File: src/ercs_pkg.sv
// constants, types and timing counts for the encoder range comparator and strobe block
// assumes one 250 MHz clock and an encoder position already decoded to binary
//
// Operation
// - each shared terminal 9-12 is either an input or one of outputs 5-8, by configuration
// - 32 comparators: 1-8 bits and pins, 9-16 bits only, 17-32 one word
// - comparators 1-8 refresh their pins every 500 us from presets and two timers
// - a comparator pin is active only while its host output enable is set
// - comparator status bits update even when no pin is configured for them
// - preset mode, off above on: output on between on and off inclusive
// - preset mode, off below on: output off between off and on inclusive
// - preset mode, equal presets: output on only at that exact position
// - timer mode: pulse at on preset for first duration, at off for second
// - a zero pulse duration suppresses that pulse, leaving one pulse per turn
// - host stopped: pins follow stop policy normal, force off or hold last
// - comparators 9-16 use on/off presets, recomputed every 4 ms
// - comparators 17-32 recomputed every 4 ms and packed into one word
// - current level of each shared input is reported as its own bit
// - configured strobe edge captures position and sets the strobe flag
// - while the flag is set and no rearm is given, later edges leave the captured value alone
// - optionally comparators 5-8 act as extra enables for strobe latches 9-12
// - two interval timers, inputs 9/10 and 11/12, each reported as one word
// - single mode: configured edge of second input starts, opposite edge stops, 1 ms
// - dual mode: second input starts, first input stops, each on its configured edge
// - timers use the same edge selected for each input's strobe latch
package ercs_pkg;

    // sizes
    localparam int NUM_CMP  = 32;
    localparam int HW_CMP   = 8;
    localparam int MID_CMP  = 8;
    localparam int WORD_CMP = 16;
    localparam int NUM_STB  = 4;
    localparam int NUM_TMR  = 2;
    localparam int POS_W    = 16;
    localparam int DUR_W    = 16;
    localparam int TMR_W    = 16;
    localparam int STB_OFS  = 4;

    // timing, each in its own unit
    localparam int CLK_PERIOD_PS = 4000;
    localparam int FAST_TICK_US  = 500;
    localparam int SLOW_TICK_MS  = 4;
    localparam int RES_MS        = 1;

    // derived cycle counts
    localparam int FAST_CYC = FAST_TICK_US * 1000 * 1000 / CLK_PERIOD_PS;
    localparam int MS_CYC   = RES_MS * 1000 * 1000 * 1000 / CLK_PERIOD_PS;
    localparam int SLOW_DIV = SLOW_TICK_MS * 1000 / FAST_TICK_US;

    // saturation value of an interval count
    localparam logic [TMR_W-1:0] TMR_SAT = 16'hFFFF;

    // pin policy while the host is stopped
    typedef enum logic [1:0] {
        ERCS_STOP_NORMAL,
        ERCS_STOP_FORCE_OFF,
        ERCS_STOP_HOLD_LAST
    } ercs_stop_t;

endpackage : ercs_pkg

File: src/ercs_top.sv
// range comparators, strobe latches and interval timers of the encoder block
// assumes a binary encoder position and host control bits synchronous to clk
`timescale 1ns/1ps

module ercs_top #(
    parameter int POS_W    = ercs_pkg::POS_W,
    parameter int FAST_CYC = ercs_pkg::FAST_CYC,
    parameter int MS_CYC   = ercs_pkg::MS_CYC
) (
    // clock and reset
    input  wire logic                                       clk,
    input  wire logic                                       sys_rst,
    // encoder position
    input  wire logic [POS_W-1:0]                           pos,
    // comparator configuration
    input  wire logic [ercs_pkg::NUM_CMP-1:0][POS_W-1:0]    cmp_on_preset,
    input  wire logic [ercs_pkg::NUM_CMP-1:0][POS_W-1:0]    cmp_off_preset,
    input  wire logic [ercs_pkg::HW_CMP-1:0]                cmp_timer_mode,
    input  wire logic [ercs_pkg::HW_CMP-1:0][15:0]          first_pulse_duration,
    input  wire logic [ercs_pkg::HW_CMP-1:0][15:0]          second_pulse_duration,
    // host control
    input  wire logic [ercs_pkg::HW_CMP-1:0]                out_enable,
    input  wire logic                                       host_stopped,
    input  wire ercs_pkg::ercs_stop_t                       stop_policy,
    // shared terminals 9-12
    input  wire logic [ercs_pkg::NUM_STB-1:0]               term_in,
    input  wire logic [ercs_pkg::NUM_STB-1:0]               term_is_out,
    output logic      [ercs_pkg::NUM_STB-1:0]               term_out,
    output logic      [ercs_pkg::NUM_STB-1:0]               term_oe,
    // strobe and timer configuration
    input  wire logic [ercs_pkg::NUM_STB-1:0]               stb_edge_rise,
    input  wire logic [ercs_pkg::NUM_STB-1:0]               stb_gate_en,
    input  wire logic [ercs_pkg::NUM_STB-1:0]               stb_rearm,
    input  wire logic [ercs_pkg::NUM_TMR-1:0]               tmr_dual,
    // dedicated outputs 1-4
    output logic      [3:0]                                 hw_out,
    // returned status
    output logic      [15:0]                                cmp_status,
    output logic      [15:0]                                cmp_word,
    output logic      [ercs_pkg::NUM_STB-1:0]               input_level,
    output logic      [ercs_pkg::NUM_STB-1:0]               stb_flag,
    output logic      [ercs_pkg::NUM_STB-1:0][POS_W-1:0]    stb_value,
    output logic      [ercs_pkg::NUM_TMR-1:0][15:0]         tmr_value
);

    localparam int HW = ercs_pkg::HW_CMP;
    localparam int FW = $clog2(FAST_CYC);
    localparam int MW = $clog2(MS_CYC);
    localparam int SW = $clog2(ercs_pkg::SLOW_DIV);
    localparam int DW = ercs_pkg::DUR_W;
    localparam int TW = ercs_pkg::TMR_W;

    typedef struct packed {
        logic [FW-1:0]                 fast_cnt;
        logic [MW-1:0]                 ms_cnt;
        logic [SW-1:0]                 slow_cnt;
        logic [POS_W-1:0]              pos_prev;
        logic [HW-1:0]                 raw;
        logic [HW-1:0]                 hold;
        logic [HW-1:0]                 hw;
        logic [HW-1:0]                 pin;
        logic [3:0]                    oe;
        logic [3:0]                    lvl;
        logic [HW-1:0][DW-1:0]         remain;
        logic [ercs_pkg::MID_CMP-1:0]  mid;
        logic [ercs_pkg::WORD_CMP-1:0] word;
        logic [ercs_pkg::NUM_TMR-1:0]  run;
        logic [ercs_pkg::NUM_TMR-1:0][TW-1:0] tval;
    } ercs_state_t;

    ercs_state_t                    s_q;
    ercs_state_t                    s_d;
    logic                           fast_tick;
    logic                           slow_tick;
    logic                           ms_tick;
    logic [HW-1:0]                  on_hit;
    logic [HW-1:0]                  off_hit;
    logic [ercs_pkg::NUM_STB-1:0]   cfg_edge;
    logic [ercs_pkg::NUM_STB-1:0]   opp_edge;
    logic [ercs_pkg::NUM_TMR-1:0]   tmr_start;
    logic [ercs_pkg::NUM_TMR-1:0]   tmr_stop;

    ////////////////////////////////////////////////////////////////////////////
    // preset window test shared by every comparator
    function automatic logic ercs_window(input logic [POS_W-1:0] p,
                                         input logic [POS_W-1:0] on_p,
                                         input logic [POS_W-1:0] off_p);
        if (off_p > on_p)
        begin
            ercs_window = (p >= on_p) && (p <= off_p);
        end
        else if (off_p < on_p)
        begin
            ercs_window = !((p >= off_p) && (p <= on_p));
        end
        else
        begin
            ercs_window = (p == on_p);
        end
    endfunction : ercs_window

    ////////////////////////////////////////////////////////////////////////////
    // update ticks: 500 us fast, every eighth fast tick slow, 1 ms timebase
    assign fast_tick = (s_q.fast_cnt == FW'(FAST_CYC - 1));
    assign slow_tick = fast_tick && (s_q.slow_cnt == SW'(ercs_pkg::SLOW_DIV - 1));
    assign ms_tick   = (s_q.ms_cnt == MW'(MS_CYC - 1));

    // strobe channels for shared terminals 9-12
    for (genvar i = 0; i < ercs_pkg::NUM_STB; i++)
    begin : g_stb
        ercs_strobe #(
            .POS_W     (POS_W)
        ) u_stb (
            .clk       (clk),
            .sys_rst   (sys_rst),
            .lvl       (term_in[i]),
            .active    (!term_is_out[i]),
            .edge_rise (stb_edge_rise[i]),
            .latch_en  (!stb_gate_en[i] || s_q.raw[ercs_pkg::STB_OFS + i]),
            .rearm     (stb_rearm[i]),
            .pos       (pos),
            .flag      (stb_flag[i]),
            .value     (stb_value[i]),
            .cfg_edge  (cfg_edge[i]),
            .opp_edge  (opp_edge[i])
        );
    end

    // interval timer events, same edges as the strobe latches
    always_comb
    begin
        for (int j = 0; j < ercs_pkg::NUM_TMR; j++)
        begin
            tmr_start[j] = cfg_edge[2*j+1];
            tmr_stop[j]  = tmr_dual[j] ? cfg_edge[2*j] : opp_edge[2*j+1];
        end
    end

    // preset crossings seen between two fast samples; skipped counts miss a hit
    always_comb
    begin
        for (int k = 0; k < HW; k++)
        begin
            on_hit[k]  = fast_tick && (pos == cmp_on_preset[k]) && (s_q.pos_prev != cmp_on_preset[k]);
            off_hit[k] = fast_tick && (pos == cmp_off_preset[k]) && (s_q.pos_prev != cmp_off_preset[k]);
        end
    end

    ////////////////////////////////////////////////////////////////////////////
    // next state
    always_comb
    begin
        s_d          = s_q;
        s_d.fast_cnt = fast_tick ? '0 : s_q.fast_cnt + 1'b1;
        s_d.ms_cnt   = ms_tick ? '0 : s_q.ms_cnt + 1'b1;
        s_d.lvl      = term_in;
        s_d.oe       = term_is_out;
        if (fast_tick)
        begin
            s_d.slow_cnt = slow_tick ? '0 : s_q.slow_cnt + 1'b1;
            s_d.pos_prev = pos;
        end
        // pulse timers of comparators 1-8; a zero duration loads zero, so no pulse runs
        for (int k = 0; k < HW; k++)
        begin
            if (on_hit[k])
            begin
                s_d.remain[k] = first_pulse_duration[k];
            end
            else if (off_hit[k])
            begin
                s_d.remain[k] = second_pulse_duration[k];
            end
            else if (ms_tick && s_q.remain[k] != '0)
            begin
                s_d.remain[k] = s_q.remain[k] - 1'b1;
            end
        end
        // comparators 1-8 and their pins, sampled on the fast tick
        if (fast_tick)
        begin
            for (int k = 0; k < HW; k++)
            begin
                s_d.raw[k] = cmp_timer_mode[k] ? (s_d.remain[k] != '0)
                                               : ercs_window(pos, cmp_on_preset[k], cmp_off_preset[k]);
            end
            if (!host_stopped || stop_policy == ercs_pkg::ERCS_STOP_NORMAL)
            begin
                s_d.hw = s_d.raw;
            end
            else if (stop_policy == ercs_pkg::ERCS_STOP_FORCE_OFF)
            begin
                s_d.hw = '0;
            end
            else
            begin
                s_d.hw = s_q.hold;
            end
        end
        // last pin state before the stop, frozen while stopped
        s_d.hold = host_stopped ? s_q.hold : s_q.hw;
        // enable gates only the pin; status keeps the raw result
        s_d.pin = s_q.hw & out_enable & {term_is_out, 4'hF};
        // comparators 9-32 on the slow tick
        if (slow_tick)
        begin
            for (int k = 0; k < ercs_pkg::MID_CMP; k++)
            begin
                s_d.mid[k] = ercs_window(pos, cmp_on_preset[HW+k], cmp_off_preset[HW+k]);
            end
            for (int k = 0; k < ercs_pkg::WORD_CMP; k++)
            begin
                s_d.word[k] = ercs_window(pos, cmp_on_preset[HW+ercs_pkg::MID_CMP+k],
                                          cmp_off_preset[HW+ercs_pkg::MID_CMP+k]);
            end
        end
        // interval timers, counting whole milliseconds
        for (int j = 0; j < ercs_pkg::NUM_TMR; j++)
        begin
            if (tmr_start[j])
            begin
                s_d.run[j]  = 1'b1;
                s_d.tval[j] = '0;
            end
            else if (tmr_stop[j])
            begin
                s_d.run[j] = 1'b0;
            end
            else if (s_q.run[j] && ms_tick && s_q.tval[j] != ercs_pkg::TMR_SAT)
            begin
                s_d.tval[j] = s_q.tval[j] + 1'b1;
            end
        end
    end

    // state register
    always_ff @(posedge clk)
    begin
        if (sys_rst)
        begin
            s_q <= '0;
        end
        else
        begin
            s_q <= s_d;
        end
    end

    ////////////////////////////////////////////////////////////////////////////
    // outputs, all from flops
    assign hw_out      = s_q.pin[3:0];
    assign term_out    = s_q.pin[7:4];
    assign term_oe     = s_q.oe;
    assign cmp_status  = {s_q.mid, s_q.raw};
    assign cmp_word    = s_q.word;
    assign input_level = s_q.lvl;
    assign tmr_value   = s_q.tval;
endmodule : ercs_top

File: src/ercs_strobe.sv
// one strobe latch channel: edge detect, position capture and flag
// assumes the input level is synchronous to clk
`timescale 1ns/1ps

module ercs_strobe #(
    parameter int POS_W = ercs_pkg::POS_W
) (
    // clock and reset
    input  wire logic             clk,
    input  wire logic             sys_rst,
    // pin and configuration
    input  wire logic             lvl,
    input  wire logic             active,
    input  wire logic             edge_rise,
    input  wire logic             latch_en,
    input  wire logic             rearm,
    input  wire logic [POS_W-1:0] pos,
    // results
    output logic                  flag,
    output logic [POS_W-1:0]      value,
    output logic                  cfg_edge,
    output logic                  opp_edge
);

    typedef struct packed {
        logic             prev;
        logic             flag;
        logic [POS_W-1:0] value;
    } ercs_stb_t;

    ercs_stb_t s_q;
    ercs_stb_t s_d;
    logic      capture;

    ////////////////////////////////////////////////////////////////////////////
    // edge detect and capture; a capture in the rearm cycle wins over the clear
    always_comb
    begin
        cfg_edge = active & (edge_rise ? (lvl & ~s_q.prev) : (~lvl & s_q.prev));
        opp_edge = active & (edge_rise ? (~lvl & s_q.prev) : (lvl & ~s_q.prev));
        capture  = cfg_edge & latch_en & (~s_q.flag | rearm);
        s_d      = s_q;
        s_d.prev = lvl;
        s_d.flag = capture | (s_q.flag & ~rearm);
        if (capture)
        begin
            s_d.value = pos;
        end
    end

    // state register
    always_ff @(posedge clk)
    begin
        if (sys_rst)
        begin
            s_q <= '0;
        end
        else
        begin
            s_q <= s_d;
        end
    end

    assign flag  = s_q.flag;
    assign value = s_q.value;
endmodule : ercs_strobe

File: config.mk
export PLATFORM = sky130hd
export DESIGN_NAME = ercs_top
export DESIGN_NICKNAME = d
export VERILOG_FILES = /design/src/ercs_pkg.sv /design/src/ercs_top.sv /design/src/ercs_strobe.sv
export SDC_FILE = /design/constraint.sdc
export NUM_CORES = 2
export LEC_CHECK = 0
export BUFFER_PORTS_ARGS = -buffer_cell sky130_fd_sc_hd__buf_2
export CAP_MARGIN = 20
export CORE_AREA = 2 2 586 588
export DETAILED_ROUTE_END_ITERATION = 6
export DIE_AREA = 0 0 588 590
export PLACE_DENSITY = 0.46
export SLEW_MARGIN = 5
export SYNTH_ARGS = -nofsm -noshare
export SYNTH_HDL_FRONTEND = slang
export SYNTH_SLANG_ARGS = --single-unit
File: constraint.sdc
create_clock -name clk -period 4.05 [get_ports clk]
set_input_delay 0.405 -clock clk [delete_from_list [all_inputs] [get_ports clk]]
set_output_delay 0.405 -clock clk [all_outputs]
set_load 0.01 [all_outputs]
==> out/qor.txt <==
Status: finished clean
Area share of the largest cell type after synthesis: 0.326
Core Area: 341,000 sq um
Slew Limit Headroom: 0.243
Post-Syn Nets: 10,600
Final nets: 12,300
Vias: 66,500
Vias in the first global route: 64,700
Initial antenna violation count: 271
Post-CTS setup buffers: 0
Max IR drop VDD: 338 uV
Post-route clock period utilization: 0.983
Hold crit path type: in -> reg
Post-route ant nets: 0
Routed wire length: 388,000 um
Die X: 588 um
Largest net degree at the start of global routing: 94
Placed wire-length estimate: 341,000 um
Crit-path max FO: 20
Root buffer cell: clkbuf_16
Average routed wire per standard cell: 27.4 um
Post-synthesis sequential area ratio: 0.116
All-Layer GR Usage: 0.214
Rows: 215
Cells after synthesis: 7,681
CP Class: reg -> reg
Layout cells sized above 1: 0.212
Total CTS buffers: 48
First-pass GRT wire length: 521,000 um
Congestion Overflow GR: 0
Leakage: 40.1 nW
FF+latch count, synth: 348
Design Area, Final: 77,900 sq um
H-tree depth reported by CTS: 2
Final Max Tran Viols: 0
Crit end category: register
Chip Height: 590 um
Post-route DRC: 0
CTS clk-pin slew, worst paths: 0.06 ns
Post-synthesis cell type count: 95
Type of origin of the critical path: register
RSZ-0062 raised after global routing: false
F_max: 0.251 GHz
Worst-Margin Slew: 1.12 ns
Final Wtd Congestion: 0.978
Final min period: 3.98 ns
DRT iter0 DRCs: 5,090
Max-Cap Viols: 0
Worst Skew: 0.0629 ns
Die Area: 347,000 sq um
Clock sinks: 348
YS warnings: 0
WHS: 0.0640 ns
Top post-synthesis cells by area: ha_1, dfxtp_1, inv_1
Mapped Area: 59,800 sq um
CTS max path bufs: 3
Top FF cell, synth: dfxtp_1
Yosys top cell by area: ha_1
Pwr Density: 181 nW/um^2
# IOs: 1,487
Setup TNS: 0 ns
Starting Density: 0.175
Async S/R FF share, synth: 0
WP data required: 4.63 ns
Layout area overhead: 30.3%
Post-synth EDFFs: 0
DR pass1 iterations: 5
CTS tree: built
Final hold vios: 0
Port-buffer cells: 1,486
Syn Area/Cell: 7.79 sq um
Worst-skew pair later-pin latency: 0.76 ns
Area after DPL: 74,700 sq um
CP arrival: 4.56 ns
DR vias/cell: 4.69
Endpoints failing setup: 0
==> Yosys cell counts (189+ instances only) <==
cell type	count
dfxtp_1	348
nand4_1	369
nor2_1	529
a21o_1	281
xnor2_1	195
nand2_1	331
o21a_1	219
o21ai_0	282
inv_1	1079
ha_1	1558
a21oi_1	440
xor2_1	189
==> registers in the layout, indices dropped and copies added (netlist names) <==
signal / count
g_stb.u_stb.s_q: 1
g_stb.u_stb.flag: 4
cmp_status: 16
term_oe: 4
input_level: 3
hw_out: 4
g_stb.u_stb.value: 64
term_out: 4
s_q: 200
cmp_word: 16
tmr_value: 32
==> cell usage in the layout (no fill, tap or decap), drive strengths merged, types with 281 or more instances in the layout <==
master / netlist / routed
inv: 1079 / 1081
a21o: 281 / 281
nor2: 531 / 531
nand4: 369 / 369
a21oi: 440 / 440
ha: 1558 / 1558
o21ai: 283 / 283
nand2: 331 / 331
buf: 137 / 1771
dfxtp: 348 / 348
==> routing by layer <==
| metal | GRT usage | routed length (um) | up-vias |
|---|---|---|---|
| met5 | 0 | 700 | - |
| met4 | 0.101 | 20400 | 110 |
| met3 | 0.0501 | 30100 | 739 |
| met2 | 0.354 | 176000 | 2873 |
| met1 | 0.262 | 161000 | 31400 |
| li1 | - | - | 31400 |
==> metrics by stage <==
step	utilization	worst slack [ns]	total power [mW]	instances
CTS	0.227	0.0951	14.3	14000
detailed placement	0.219	-0.0803	9.35	13800
floorplan	-	0.0292	6.58	7681
finish	0.228	0.0693	14.1	14200
global route	0.228	0.00356	15.1	14100
global placement	0.219	-0.444	9.35	13800
==> cells by family (layout without fill, tap and decap cells) <==
family | count (synthesis) | in the layout | synth area share
and+or+nand+nor | 2238 | 2238 | 0.198
AOI/OAI and AO/OA | 1657 | 1657 | 0.183
adders and majority gates | 1558 | 1558 | 0.326
buffers and inverters | 1307 | 3052 | 0.0882
xor gates and xnor gates | 384 | 384 | 0.0562
DFF | 348 | 348 | 0.116
muxes | 189 | 189 | 0.0325
other | 0 | 177 | 0
==> report_power, final <==
part	internal, mW	switching, mW	leakage, nW
Combinational	2.45	3.49	36.4
Clock	2.58	2.14	0.807
Sequential	3.45	0.0162	2.82
==> worst max-delay path, stage by stage (launching register included) <==
cell and delay (ns):
dfxtp_1 0.35, or4b_4 0.62, or3_4 0.58, or4_4 0.60, xnor2_1 0.14, mux2_2 0.26
mux2i_1 0.21, nand4_1 0.15, nor4_2 0.49, buf_4 0.23, o311a_1 0.16, nor3_2 0.04
==> area by class of cell <==
class | instances | area [sq um]
antenna | 177 | 443
sequential | 348 | 6990
tap | 4557 | 5700
clock buffer | 64 | 1320
timing repair buffer | 1884 | 11400
fill | 38600 | 263000
clock inverter | 25 | 325
multi-input combinational | 6026 | 47700
inverter | 1079 | 4050
==> path summary, 6_finish.rpt <==
path	startpoint	to	slack, ns	cells after the start
max reg2reg	s_q[253]	s_q[208]	0.07	11
min	first_pulse_duration[37]	s_q[95]	0.06	3
min reg2reg	cmp_word[8]	cmp_word[8]	0.45	2
max	s_q[253]	s_q[208]	0.07	11
==> what timing repair did <==
action,CTS,global route
gates resized for setup,0,4
hold endpoints to repair,105,0
hold buffers,113,0
setup endpoints to repair,0,6
Note: power is estimated with default switching activity, not from simulation.
